==> src/verilog/gps_map.vh <==
/*
 * Register map, field layout and reset values of the shared GPIO port block.
 * Assumes an 8-bit register space with two banks selected by a separate bit.
 */
`ifndef GPS_MAP_VH
`define GPS_MAP_VH

// ****************************************
// Register offsets
// ****************************************
`define GPS_OFS_DATA0 8'h80
`define GPS_OFS_DATA1 8'h90
`define GPS_OFS_DATA2 8'ha0
`define GPS_OFS_DATA3 8'hb0
`define GPS_OFS_DATA4 8'hc0
`define GPS_OFS_DIR0  8'he1
`define GPS_OFS_DIR1  8'he2
`define GPS_OFS_DIR2  8'he3
`define GPS_OFS_DIR3  8'he4
`define GPS_OFS_DIR4  8'he5
`define GPS_OFS_PU0   8'he9
`define GPS_OFS_PU1   8'hea
`define GPS_OFS_PU2   8'heb
`define GPS_OFS_PU3   8'hec
`define GPS_OFS_PU4   8'hed

// ****************************************
// Register kinds and port numbers
// ****************************************
`define GPS_K_DATA 2'h0
`define GPS_K_DIR  2'h1
`define GPS_K_PU   2'h2
`define GPS_PORT5  3'h5

// ****************************************
// Implemented pins and reset values
// ****************************************
// Port 5 in bits 47:40 down to port 0 in bits 7:0
`define GPS_PIN_MASK 48'h071fff031fc8
`define GPS_RST_REG  48'h000000000000
`define GPS_RST_OEN  48'hffffffffffff

// ****************************************
// Shared pins of port 0
// ****************************************
`define GPS_BIT_PWM 3
`define GPS_BIT_I2  6
`define GPS_BIT_I3  7

`endif

==> src/verilog/gps_port.v <==
/*
 * Six-port bidirectional GPIO block with alternate-function pin sharing.
 * Assumes a simple register port (read data one cycle after the strobe),
 * pad inputs synchronous to mclk, and a pad that resolves pull-ups itself.
 */
// The implementer's own choice: the address-and-strobe port.
// Functional notes
// - Direction bit: zero input, one output
// - Pull-up bit acts only in input mode
// - Twenty-six implemented pins across six ports
// - Input pin reads return external pin level
// - Output read: RMW gets register, else pin
// - Port writes always update data register
// - Highest-priority enabled function takes pin
// - Lower function gets pin after higher disables
// - Only pin owner controls automatic pull-up
// - Owned pin: config writes stored, no effect
// - Owned pin: port writes leave pin unchanged
// - Port 0 pins shared with PWM, T4, IRQs
// - Bit 3: PWM first, timer second, port last
// - IRQ2 owns bit 6 when enabled and input
`timescale 1ns/1ps
`include "gps_map.vh"

module gps_port #(
  parameter PW = 8
) (
  input  wire          mclk,
  input  wire          rst,
  input  wire [7:0]    reg_addr,
  input  wire          reg_bank,
  input  wire [PW-1:0] reg_wdata,
  input  wire          reg_wr,
  input  wire          reg_rd,
  input  wire          reg_rmw,
  output reg  [PW-1:0] reg_rdata,
  input  wire [47:0]   pin_in,
  output reg  [47:0]   pin_out,
  output reg  [47:0]   pin_oe_n,
  output reg  [47:0]   pin_pullup,
  input  wire          pulse_width_output_zero_en,
  input  wire          pulse_width_output_zero_out,
  input  wire          t4_en,
  input  wire          t4_drive,
  input  wire          t4_out,
  input  wire          t4_pullup_req,
  input  wire          irq2_en,
  input  wire          irq3_en,
  output wire          irq2_pin,
  output wire          irq3_pin,
  output wire          t4_pin
);

  // ****************************************
  // Address decode
  // ****************************************
  // Result is {hit, kind[1:0], port[2:0]}
  function [5:0] gps_decode;
    input [7:0] a;
    input       b;
    begin
      case (a)
        `GPS_OFS_DATA0: gps_decode = {1'b1, `GPS_K_DATA, (b ? `GPS_PORT5 : 3'h0)};
        `GPS_OFS_DATA1: gps_decode = {~b, `GPS_K_DATA, 3'h1};
        `GPS_OFS_DATA2: gps_decode = {~b, `GPS_K_DATA, 3'h2};
        `GPS_OFS_DATA3: gps_decode = {~b, `GPS_K_DATA, 3'h3};
        `GPS_OFS_DATA4: gps_decode = {~b, `GPS_K_DATA, 3'h4};
        `GPS_OFS_DIR0:  gps_decode = {1'b1, `GPS_K_DIR, (b ? `GPS_PORT5 : 3'h0)};
        `GPS_OFS_DIR1:  gps_decode = {~b, `GPS_K_DIR, 3'h1};
        `GPS_OFS_DIR2:  gps_decode = {~b, `GPS_K_DIR, 3'h2};
        `GPS_OFS_DIR3:  gps_decode = {~b, `GPS_K_DIR, 3'h3};
        `GPS_OFS_DIR4:  gps_decode = {~b, `GPS_K_DIR, 3'h4};
        `GPS_OFS_PU0:   gps_decode = {1'b1, `GPS_K_PU, (b ? `GPS_PORT5 : 3'h0)};
        `GPS_OFS_PU1:   gps_decode = {~b, `GPS_K_PU, 3'h1};
        `GPS_OFS_PU2:   gps_decode = {~b, `GPS_K_PU, 3'h2};
        `GPS_OFS_PU3:   gps_decode = {~b, `GPS_K_PU, 3'h3};
        `GPS_OFS_PU4:   gps_decode = {~b, `GPS_K_PU, 3'h4};
        default:        gps_decode = 6'h00;
      endcase
    end
  endfunction

  wire [5:0]  wr_dec  = gps_decode(reg_addr, reg_bank);
  wire        wr_hit  = wr_dec[5];
  wire [1:0]  wr_kind = wr_dec[4:3];
  wire [5:0]  wr_idx  = {wr_dec[2:0], 3'h0};
  wire [47:0] mask    = `GPS_PIN_MASK;

  // ****************************************
  // Port registers
  // ****************************************
  reg [47:0] data;
  reg [47:0] dir;
  reg [47:0] pu;

  always @(posedge mclk or posedge rst) begin
    if (rst) begin
      data <= `GPS_RST_REG;
      dir  <= `GPS_RST_REG;
      pu   <= `GPS_RST_REG;
    end else if (reg_wr && wr_hit) begin
      case (wr_kind)
        // Stored even when the pin is owned by another function
        `GPS_K_DATA: data[wr_idx +: 8] <= reg_wdata & mask[wr_idx +: 8];
        `GPS_K_DIR:  dir[wr_idx +: 8]  <= reg_wdata & mask[wr_idx +: 8];
        `GPS_K_PU:   pu[wr_idx +: 8]   <= reg_wdata & mask[wr_idx +: 8];
        default:     data <= data;
      endcase
    end
  end

  // ****************************************
  // Alternate-function arbitration
  // ****************************************
  // Frozen copy of the configuration seen before a function took the pin
  reg  [47:0] frz_dir;
  reg  [47:0] frz_pu;
  wire [47:0] owned;

  // Purely combinational priority, so release follows disable at once
  wire own_pwm = pulse_width_output_zero_en;
  wire own_t4  = t4_en & ~pulse_width_output_zero_en;
  wire own_i2  = irq2_en & ~frz_dir[`GPS_BIT_I2];
  wire own_i3  = irq3_en & ~frz_dir[`GPS_BIT_I3];

  // Timer input pull-up only counts when the timer really owns the pin
  wire t4_in_mode = own_t4 & ~t4_drive;
  wire drv_p3     = own_pwm | (own_t4 & t4_drive);
  wire val_p3     = own_pwm ? pulse_width_output_zero_out : t4_out;

  wire [47:0] alt_drv = {40'h0, 4'h0, drv_p3, 3'h0};
  wire [47:0] alt_val = {40'h0, 4'h0, val_p3, 3'h0};
  wire [47:0] alt_pu  = {40'h0,
                         frz_pu[`GPS_BIT_I3] & own_i3,
                         frz_pu[`GPS_BIT_I2] & own_i2,
                         2'h0,
                         t4_pullup_req & t4_in_mode,
                         3'h0};

  assign owned = {40'h0, own_i3, own_i2, 2'h0, own_pwm | own_t4, 3'h0};

  always @(posedge mclk or posedge rst) begin
    if (rst) begin
      frz_dir <= `GPS_RST_REG;
      frz_pu  <= `GPS_RST_REG;
    end else begin
      frz_dir <= (owned & frz_dir) | (~owned & dir);
      frz_pu  <= (owned & frz_pu) | (~owned & pu);
    end
  end

  // ****************************************
  // Pad drive
  // ****************************************
  wire [47:0] eff_out;
  wire [47:0] next_out;
  wire [47:0] next_oe_n;
  wire [47:0] next_pullup;

  genvar g;
  generate
    for (g = 0; g < 48; g = g + 1) begin : pad
      // Owned pins ignore the data and config registers
      assign eff_out[g]     = owned[g] ? alt_drv[g] : dir[g];
      assign next_out[g]    = owned[g] ? alt_val[g] : data[g];
      assign next_oe_n[g]   = ~(eff_out[g] & mask[g]);
      assign next_pullup[g] = mask[g] &
                              (owned[g] ? alt_pu[g] : (~dir[g] & pu[g]));
    end
  endgenerate

  always @(posedge mclk or posedge rst) begin
    if (rst) begin
      pin_out    <= `GPS_RST_REG;
      pin_oe_n   <= `GPS_RST_OEN;
      pin_pullup <= `GPS_RST_REG;
    end else begin
      pin_out    <= next_out & mask;
      pin_oe_n   <= next_oe_n;
      pin_pullup <= next_pullup;
    end
  end

  // Peripherals see the pin only while they own it
  assign irq2_pin = own_i2 & pin_in[`GPS_BIT_I2];
  assign irq3_pin = own_i3 & pin_in[`GPS_BIT_I3];
  assign t4_pin   = t4_in_mode & pin_in[`GPS_BIT_PWM];

  // ****************************************
  // Read path
  // ****************************************
  reg  [PW-1:0] rd_value;
  wire [47:0]   rd_pins = (eff_out & {48{reg_rmw}} & data) |
                          (~(eff_out & {48{reg_rmw}}) & pin_in);

  always @* begin
    case (wr_kind)
      `GPS_K_DATA: rd_value = rd_pins[wr_idx +: 8] & mask[wr_idx +: 8];
      `GPS_K_DIR:  rd_value = dir[wr_idx +: 8];
      `GPS_K_PU:   rd_value = pu[wr_idx +: 8];
      default:     rd_value = {PW{1'b0}};
    endcase
  end

  // Data stand only in the cycle after the strobe
  always @(posedge mclk or posedge rst) begin
    if (rst) begin
      reg_rdata <= {PW{1'b0}};
    end else if (reg_rd && wr_hit) begin
      reg_rdata <= rd_value;
    end else begin
      reg_rdata <= {PW{1'b0}};
    end
  end

endmodule

==> config.mk <==
export PLATFORM = sky130hd
export DESIGN_NAME = gps_port
export DESIGN_NICKNAME = d
export VERILOG_FILES = /design/src/verilog/gps_port.v
export VERILOG_INCLUDE_DIRS = /design/src /design/src/verilog
export SDC_FILE = /design/constraint.sdc
export NUM_CORES = 1
export LEC_CHECK = 0
export BUFFER_PORTS_ARGS = -buffer_cell sky130_fd_sc_hd__buf_4
export CORE_UTILIZATION = 50
export CTS_CLUSTER_DIAMETER = 200
export DETAILED_ROUTE_END_ITERATION = 8
export PLACE_DENSITY_LB_ADDON = 0.08
export SLEW_MARGIN = 10
export SYNTH_ARGS = -nofsm -noshare
export SYNTH_HDL_FRONTEND = slang
export SYNTH_SLANG_ARGS = --single-unit
export TNS_END_PERCENT = 30
==> constraint.sdc <==
create_clock -name mclk -period 8 [get_ports mclk]
set_input_delay 0.4 -clock mclk [delete_from_list [all_inputs] [get_ports mclk]]
set_output_delay 0.4 -clock mclk [all_outputs]
set_load 0.02 [all_outputs]
Word-level counts from Yosys, hierarchy flattened
Cells that the tools add are included.
- register bits after elaboration: 326
- input port bits: 78
- output and inout bits: 155
- word-level logic and storage cells: 143
- add/subtract/negate cells: 1
- equal/unequal tests: 17
- shift-type cells: 6
- muxes and demuxes: 17
- bitwise logic cells: 87
- reductions and logical operators: 6
- operators by type and width (cell ; number):
    AND 48 bit ; 5
    bitwise mux 48 bit ; 3
    OR 48 bit ; 3
    variable part select 48 x 7 -> 8 bit ; 3
    equality test 8 bit, second input constant ; 15
    AND 8 x 48 -> 48 bit ; 2
    case mux 6 bit (15 select lines) ; 1
    inverter 48 bit ; 1
    inverter 8 -> 48 bit ; 1
    variable shift 8 x 8 -> 48 bit, first input constant ; 1
    variable part select 48 x 7 -> 8 bit, first input constant ; 1
    variable part select 8 x 8 -> 48 bit ; 1
    AND 1 bit ; 37
    inverter 1 bit ; 34
    case mux 8 bit (3 select lines) ; 1
    AND 8 bit ; 2
    2-to-1 mux 1 bit ; 10
    2-to-1 mux 8 bit ; 1
    negator 6 -> 8 bit ; 1
    AND reduction 2 bit ; 3
    2-to-1 mux 3 bit ; 1
    equality test 2 x 1 -> 1 bit, second input constant ; 1
    equality test 2 bit, second input constant ; 1
    logical AND 1 bit ; 2
    other kinds (2) ; 3

Logic depth before layout (Yosys ltp)
Gate-level depths: netlist (run 1).
- depth after elaboration: 13
- depth in mapped cells: 14
- mapped depth without buffers: 11

Worst setup path after synthesis (run 1)
No wires, ideal clock.
- kind: input to register
- start: in reg_addr[0]
- end: reg pu[6]
- setup time: 128 ps
- arrival time: 3205 ps
- data required time: 7872 ps
- slack: 4668 ps
- stages: 14
- path buffers: 3
- cells stage by stage: nor3_2 > and4bb_2 > a22oi_2 > a21bo_1 > buf_6 > inv_4 > buf_2 > ha_1 > ha_1 > nor4_4 > and2_1 > nand2b_1 > buf_2 > mux2_1
- longest elaborated chain between the ends: 6
- elaborated cells between the ends (all ways): 25
- those cells by class: add/sub: 1; eq/ne: 16; shift: 3; mux: 2; bitwise: 1; reduce/logical: 2
- RTL lines (item ; RTL line ; source):
    start, declared ; gps_port.v:30 ; input wire [7:0] reg_addr,
    equality test 8 bit ; gps_port.v:62 ; case (a)
    case mux 6 bit (15 select lines) * ; gps_port.v:62 ;
    variable part select 48 x 7 -> 8 bit ; gps_port.v:106 ; `GPS_K_PU: pu[wr_idx +: 8] <= reg_wdata & mask[wr_idx +: 8];
    AND 8 bit ; gps_port.v:106 ;
    variable part select 8 x 8 -> 48 bit ; gps_port.v:106 ;
    bitwise mux 48 bit ; gps_port.v:106 ;
    end signal, assigned ; gps_port.v:100 ; pu <= `GPS_RST_REG;
    end signal, assigned by index ; gps_port.v:106 ;
    end, declared ; gps_port.v:94 ; reg [47:0] pu;
Every way passes the cells marked *; elsewhere a longest branch is shown, timed or not.
A chain may end at the register's enable or synchronous reset.

Worst setup path after layout (run 1)
- start: in reg_addr[0]
- end: reg pu[20]
Same word-level chain as after synthesis.

==> insert_results.sql, run 1 <==
INSERT INTO impl_metrics (metric_group, metric, value, unit) VALUES
('clock_tree', 'clk-insertion-delay-late', '0.52', 'ns'),
('layout', 'area.growth.synth_to_final', '18.4', '%'),
('outcome', 'outcome', 'finished with violations', ''),
('detailed_routing', 'drt_iter0_markers', '490', ''),
('setup_path', 'kind_of_end_point_of_the_critical_path', 'register', ''),
('global_routing', 'number_of_antenna_violations_at_the_first_check_in_global_routing', '0', ''),
('power', 'leakage_power', '0.00626', 'uW'),
('timing', 'final-setup-viol-count', '0', ''),
('setup_path', 'timing.critical_path.required', '8.40', 'ns'),
('clock_tree', 'cts.sink_count', '224', ''),
('yosys', 'synth_flop_cell', 'sky130_fd_sc_hd__dfrtp_1', ''),
('timing', 'min_period_over_period', '0.519', ''),
('die', 'core.rowCount', '52', ''),
('setup_path', 'criticalPathCategory', 'primary input to register', ''),
('detailed_routing', 'num_vias', '7136', ''),
('global_routing', 'grt_max_degree', '100', ''),
('layout', 'antenna_cells', '0', ''),
('place', 'gp_congestion', '0.843', ''),
('yosys', 'ys_async_sr_fraction', '1.00', ''),
('timing', 'final_period_minus_worst_setup_slack', '4.15', 'ns'),
('global_routing', 'gr-usage-all-layers', '0.248', ''),
('layout', 'fin_util', '0.612', ''),
('yosys', 'netlist_instances', '867', ''),
('die', 'pin_count', '233', ''),
('yosys', 'synth-seq-cells', '224', ''),
('die', 'initial_utilization', '0.517', ''),
('power', 'p_per_area', '193', 'nW/um^2'),
('detailed_routing', 'drc_errors', '0', ''),
('detailed_routing', 'detail_route.first_pass.iterations', '5', ''),
('global_routing', 'via_count_of_the_first_global_routing_pass', '6896', ''),
('setup_path', 'reg2reg_depth', '6', ''),
('layout', 'number_of_fill_cells_in_the_layout', '1711', ''),
('timing', 'hold_violation_count_in_the_final_report', '19', ''),
('place', 'placement.cell_area', '11800', 'sq um'),
('yosys', 'synth.cells.most_frequent', 'sky130_fd_sc_hd__dfrtp_1, sky130_fd_sc_hd__mux2_2, sky130_fd_sc_hd__buf_4, sky130_fd_sc_hd__nand2_1, sky130_fd_sc_hd__nor2_1', ''),
('setup_path', 'worstReg2RegStart', 'dir[10]', ''),
('global_routing', 'global_route_congestion_overflow_total', '0', ''),
('global_routing', 'grt_first_pass_wirelength', '40600', 'microns'),
('clock_tree', 'cts_buffer_count', '24', ''),
('yosys', 'synth_cell_types', '68', ''),
('layout', 'drive_above_1_share', '0.335', ''),
('timing', 'fmax', '241', 'MHz'),
('detailed_routing', 'dr_wl_cell', '20.4', 'microns'),
('layout', 'finalNetCount', '1109', ''),
('min_path', 'min_delay_path_class', 'primary input to async pin', ''),
('setup_path', 'worst_setup_path_start_kind', 'primary input', ''),
('die', 'core_area', '20600', 'sq um'),
('timing', 'hold_ws', '-0.0159', 'ns'),
('outcome', 'failed_checks', 'hold timing', ''),
('timing', 'slew_hr', '0.423', ''),
('detailed_routing', 'via_per_inst', '5.46', ''),
('place', 'hpwl', '18300', 'microns'),
('setup_path', 'ff2ff_setup_slack', '5.90', 'ns'),
('layout', 'seq_area', '5640', 'sq um'),
('timing', 'fin_worst_skew', '0.0104', 'ns'),
('timing', 'finalSetupTns', '0', 'ns'),
('layout', 'multi_input_comb_area', '4440', 'sq um'),
('clock_tree', 'cts_tree', 'yes', ''),
('detailed_routing', 'wl', '26700', 'microns'),
('timing', 'timing_max_transition_violations_final', '0', ''),
('timing', 'rsz_0062_raised_after_global_routing', 'no', ''),
('die', 'fp.dieH', '148', 'microns'),
('yosys', 'synth_area_leader_cell', 'sky130_fd_sc_hd__dfrtp_1', ''),
('yosys', 'yosys.cell_count.top_type', 'sky130_fd_sc_hd__dfrtp_1', ''),
('die', 'dieWidth', '148', 'microns'),
('detailed_routing', 'postRouteAntennaNets', '0', ''),
('clock_tree', 'cts_root_buf', 'sky130_fd_sc_hd__clkbuf_16', ''),
('clock_tree', 'cts.repair.resized', '0', ''),
('clock_tree', 'cts.path.max_buffers', '3', ''),
('yosys', 'top_cells_by_area_in_the_synthesized_netlist', 'sky130_fd_sc_hd__dfrtp_1, sky130_fd_sc_hd__mux2_2, sky130_fd_sc_hd__dfstp_2, sky130_fd_sc_hd__mux4_2, sky130_fd_sc_hd__buf_4', ''),
('layout', 'finish.instance_area', '12600', 'sq um');
-- worst max-delay path: stages --
cell	delay (ns)
sky130_fd_sc_hd__buf_4	0.14
sky130_fd_sc_hd__nor3_2	0.31
sky130_fd_sc_hd__and4bb_2	0.30
sky130_fd_sc_hd__a22oi_2	0.08
sky130_fd_sc_hd__a21bo_1	0.19
sky130_fd_sc_hd__buf_4	0.55
sky130_fd_sc_hd__inv_4	0.33
sky130_fd_sc_hd__ha_1	0.39
sky130_fd_sc_hd__ha_1	0.48
sky130_fd_sc_hd__a21boi_4	0.31
sky130_fd_sc_hd__nand2_1	0.09
sky130_fd_sc_hd__or2_0	0.53
sky130_fd_sc_hd__mux2_4	0.42
-- metrics by stage --
step           worst slack [ns]  cells  total power [uW]  hold WS (ns)
2_1_floorplan              1.51    931              1290         0.367
3_3_place_gp               3.43   1264              1320         0.384
3_5_place_dp               3.42   1264              1320         0.383
4_1_cts                    3.96   1306              2460        0.0185
5_1_grt                    3.72   1306              2520        0.0431
6_report                   3.85   1306              2430       -0.0159
-- power by group --
group	internal (uW)	leakage, uW	switching, uW
clock	689	0.000401	442
combinational	51.4	0.00285	105
sequential	1140	0.00301	5.04
total	1880	0.00626	552
-- state kept, by name, summed over array words and instances, names as in the netlist, named ones only --
name        flops
pin_out        26
pu             48
reg_rdata       8
pin_oe_n       26
data           38
dir            48
pin_pullup     26
-- worst max path at each step --
stage                           end  cells after the start  slack (ns)        start
after floorplan           async pin                      1        1.51          rst
after global placement       pu[20]                     13        3.43  reg_addr[0]
after detailed placement     pu[21]                     13        3.42  reg_addr[0]
after CTS                    pu[20]                     13        3.96  reg_addr[0]
after global routing         pu[17]                     13        3.72  reg_addr[0]
final                        pu[20]                     13        3.85  reg_addr[0]
-- kinds of logic after synthesis --
group,Yosys count,synth area share
other,2,0.000706
multiplexers,158,0.194
buffers and inverters,135,0.0749
XOR/XNOR,1,0.000824
AND/OR/NAND/NOR,244,0.121
AO/OA/AOI/OAI,92,0.0662
adder cells (fa/ha/maj),11,0.0129
flip-flops,224,0.530
-- cell usage in the layout (no fill, tap or decap), types with 11 or more instances in the layout --
cell type / Yosys / routed
sky130_fd_sc_hd__a21boi_0: 14 / 14
sky130_fd_sc_hd__a21oi_1: 16 / 16
sky130_fd_sc_hd__a311oi_1: 18 / 18
sky130_fd_sc_hd__and2_1: 25 / 25
sky130_fd_sc_hd__buf_4: 67 / 163
sky130_fd_sc_hd__clkbuf_16: 0 / 25
sky130_fd_sc_hd__conb_1: 2 / 66
sky130_fd_sc_hd__dfrtp_1: 198 / 198
sky130_fd_sc_hd__dfstp_2: 26 / 26
sky130_fd_sc_hd__ha_1: 11 / 11
sky130_fd_sc_hd__inv_1: 34 / 33
sky130_fd_sc_hd__mux2_1: 36 / 36
sky130_fd_sc_hd__mux2_2: 69 / 69
sky130_fd_sc_hd__mux2i_1: 20 / 20
sky130_fd_sc_hd__mux4_2: 24 / 24
sky130_fd_sc_hd__nand2_1: 67 / 67
sky130_fd_sc_hd__nand3_1: 36 / 36
sky130_fd_sc_hd__nor2_1: 41 / 41
sky130_fd_sc_hd__nor2b_1: 30 / 30
-- area by class of cell --
cell class,count,share of cell area
Clock buffer,36,0.0577
Clock inverter,6,0.00666
Inverter,35,0.0112
Multi-Input combinational cell,572,0.352
Sequential cell,224,0.448
Tap cell,270,0.0268
Timing Repair Buffer,163,0.0972
-- routing by layer --
metal / global-route usage / wire [microns] / vias up
met5: 0 / 0 / -
met4: 0.0753 / 629 / 0
met2: 0.372 / 11900 / 277
li1: - / - / 3213
met3: 0.0438 / 1880 / 39
met1: 0.368 / 12300 / 3607
Power figures use the tool's default switching activity.
==> inputs of run 2 (changes only) <==
- CORE_UTILIZATION: 50 -> 49
- clock period: 8 -> 3.7 ns (I/O delays scaled with it)
==> run 2 against run 1 <==
The run now ends clean. Global-route usage is essentially flat. Worst setup slack got worse by 3.1 ns. Worst hold slack improved by 0.073 ns. Power increased by 120%. First-iteration DRC count shrank 15%. Design area grew 1.6%. Flip-flop and latch count unchanged. Final cell count rose by 2.0%. Critical endpoint is now pu[17].
==> insert_results.sql, run 2 (synthesis results as in run 1) <==
INSERT INTO impl_metrics (metric_group, metric, value, unit) VALUES
('timing', 'min_period_over_period', '0.807', ''),
('min_path', 'holdPathStages', '3', ''),
('min_path', 'min_to', 'pu[34]', ''),
('layout', 'most-common-layout-cells', 'sky130_fd_sc_hd__dfrtp_1, sky130_fd_sc_hd__buf_4, sky130_fd_sc_hd__mux2_2', ''),
('detailed_routing', 'postRouteAntennaNets', '0', ''),
('detailed_routing', 'detail_route.first_pass.iterations', '4', ''),
('setup_path', 'criticalPathCategory', 'primary input to register', ''),
('outcome', 'outcome', 'completed', ''),
('detailed_routing', 'wl', '26900', 'microns'),
('clock_tree', 'cts_root_buf', 'sky130_fd_sc_hd__clkbuf_16', ''),
('setup_path', 'kind_of_end_point_of_the_critical_path', 'register', ''),
('timing', 'final_period_minus_worst_setup_slack', '2.99', 'ns'),
('detailed_routing', 'drc_errors', '0', ''),
('setup_path', 'timing.critical_path.arrival', '3.38', 'ns'),
('setup_path', 'ff2ff_setup_slack', '1.69', 'ns'),
('timing', 'final-setup-viol-count', '0', ''),
('place', 'placed_cell_count', '1279', ''),
('die', 'core.rowCount', '53', ''),
('clock_tree', 'cts.path.max_buffers', '3', ''),
('power', 'worst_ir_drop_vdd', '0.291', 'mV'),
('timing', 'rsz_0062_raised_after_global_routing', 'no', ''),
('global_routing', 'gr-usage-all-layers', '0.248', ''),
('layout', 'finalNonFillerCells', '1332', ''),
('die', 'fp.dieH', '149', 'microns'),
('clock_tree', 'cts.clk_slew.worst_paths', '0.06', 'ns'),
('layout', 'largest_registers', 'dir x48, pu x48, data x38', ''),
('timing', 'finalSetupTns', '0', 'ns'),
('clock_tree', 'cts.sink_count', '224', ''),
('timing', 'hold_violation_count_in_the_final_report', '0', ''),
('timing', 'fin_worst_skew', '0.00849', 'ns'),
('setup_path', 'critical_path.reg2reg.endpoint', 'reg_rdata[2]', ''),
('die', 'pin_count', '233', ''),
('clock_tree', 'cts_tree', 'yes', ''),
('detailed_routing', 'drt_iter0_markers', '418', ''),
('min_path', 'min_delay_path_class', 'primary input to register', ''),
('place', 'hpwl', '18900', 'microns'),
('setup_path', 'timing.critical_path.required', '4.09', 'ns'),
('layout', 'antenna_cells', '0', ''),
('clock_tree', 'cts_buffer_count', '24', ''),
('min_path', 'min_from', 'reg_wdata[2]', ''),
('layout', 'area.growth.synth_to_final', '20.4', '%'),
('global_routing', 'grt_max_degree', '103', ''),
('setup_path', 'reg2reg_depth', '6', ''),
('global_routing', 'number_of_antenna_violations_at_the_first_check_in_global_routing', '0', ''),
('die', 'core_area', '21200', 'sq um'),
('setup_path', 'worst_setup_path_start_kind', 'primary input', ''),
('timing', 'fmax', '335', 'MHz'),
('die', 'initial_utilization', '0.503', ''),
('timing', 'timing_max_transition_violations_final', '0', ''),
('die', 'dieWidth', '149', 'microns'),
('global_routing', 'grt_first_pass_wirelength', '41400', 'microns'),
('place', 'buffer_ports.inserted', '156', ''),
('setup_path', 'worstReg2RegStart', 'dir[10]', ''),
('layout', 'most_frequent_standard_cell_in_the_layout_excluding_fill_and_tap_cells', 'sky130_fd_sc_hd__dfrtp_1', ''),
('die', 'fp.dieArea', '22300', 'sq um'),
('clock_tree', 'cts_setup_buffers', '0', ''),
('power', 'leakage_power', '0.00635', 'uW'),
('job', 'maxCapViolCount', '0', ''),
('layout', 'drive_above_1_share', '0.341', ''),
('layout', 'finalNetCount', '1129', ''),
('timing', 'slew_hr', '0.398', ''),
('power', 'p_per_area', '413', 'nW/um^2'),
('clock_tree', 'clk-insertion-delay-late', '0.51', 'ns'),
('detailed_routing', 'dr_wl_cell', '20.2', 'microns'),
('setup_path', 'critical_path_peak_fanout', '8', ''),
('detailed_routing', 'num_vias', '7173', ''),
('setup_path', 'critical_path.startpoint', 'reg_addr[0]', ''),
('timing', 'timing_worst_slew_pin_value', '0.903', 'ns'),
('detailed_routing', 'via_per_inst', '5.39', ''),
('global_routing', 'via_count_of_the_first_global_routing_pass', '7048', ''),
('global_routing', 'global_route_congestion_overflow_total', '0', ''),
('place', 'gp_congestion', '0.868', ''),
('clock_tree', 'htree_levels', '1', '');
==> run 2: cell types whose count changed in the layout (fill, tap and decap cells not counted), sizes merged <==
cell	previous run	this run
buf	163	173
inv	35	34
clkinv	4	5
clkinvlp	0	3
dlygate4sd3	0	10
clkbuf	36	34
==> run 2: how the worst max path moves through the flow <==
| stage | to | cells past startpoint |
|---|---|---|
| 5_1_grt | pu[17] | 12 |
| 2_1_floorplan | pu[6] | 14 |
| 6_report | pu[17] | 12 |
| 3_5_place_dp | pu[21] | 12 |
| 4_1_cts | pu[17] | 12 |
| 3_3_place_gp | pu[17] | 12 |
==> run 2: power by group <==
part           switching (uW)  internal, uW
sequential               9.37          2470
clock                     975          1470
combinational             230           124
==> run 2: per-layer routing <==
metal	global-route usage	wire length (microns)	vias up
met3	0.0349	1450	34
met2	0.388	12500	239
met1	0.368	12500	3648
met4	0.0531	435	0
li1	-	-	3252
met5	0	0	-
==> run 2: final cells by class <==
cell class,count,area (sq um)
well taps,275,344
repair buffers,183,1420
fillers,1800,8360
clock buffers,34,709
clock inverters,9,104
inverters,35,138
flip-flops and latches,224,5640
multi-input cells,572,4440
==> run 2: critical path: stages <==
cell	delay, ns
sky130_fd_sc_hd__buf_4	0.13
sky130_fd_sc_hd__nor3_2	0.31
sky130_fd_sc_hd__and4bb_2	0.30
sky130_fd_sc_hd__a22oi_2	0.07
sky130_fd_sc_hd__a21bo_2	0.28
sky130_fd_sc_hd__inv_4	0.04
sky130_fd_sc_hd__ha_1	0.24
sky130_fd_sc_hd__ha_1	0.47
sky130_fd_sc_hd__a21boi_4	0.30
sky130_fd_sc_hd__nand2_1	0.08
sky130_fd_sc_hd__or2_0	0.54
sky130_fd_sc_hd__mux2_4	0.43
==> run 2: stage by stage <==
| stage | hold WS (ns) | area, sq um | util | setup WS, ns | total power, uW |
|---|---|---|---|---|---|
| CTS | 0.0479 | 12800 | 0.605 | 0.750 | 5320 |
| detailed placement | 0.122 | 11900 | 0.562 | 0.267 | 2870 |
| global route | 0.0491 | 12800 | 0.605 | 0.551 | 5460 |
| finish | 0.0569 | 12800 | 0.605 | 0.714 | 5280 |
| floorplan | 0.224 | 10900 | - | 0.583 | 2780 |
| global placement | 0.125 | 11900 | 0.562 | 0.320 | 2870 |
==> run 2: repair_timing <==
| item | CTS | global route |
|---|---|---|
| hold buffers | 10 | 0 |
| endpoints found under the setup margin | 0 | 0 |
| gates resized for setup | 0 | 0 |
| endpoints found under the hold margin | 139 | 0 |
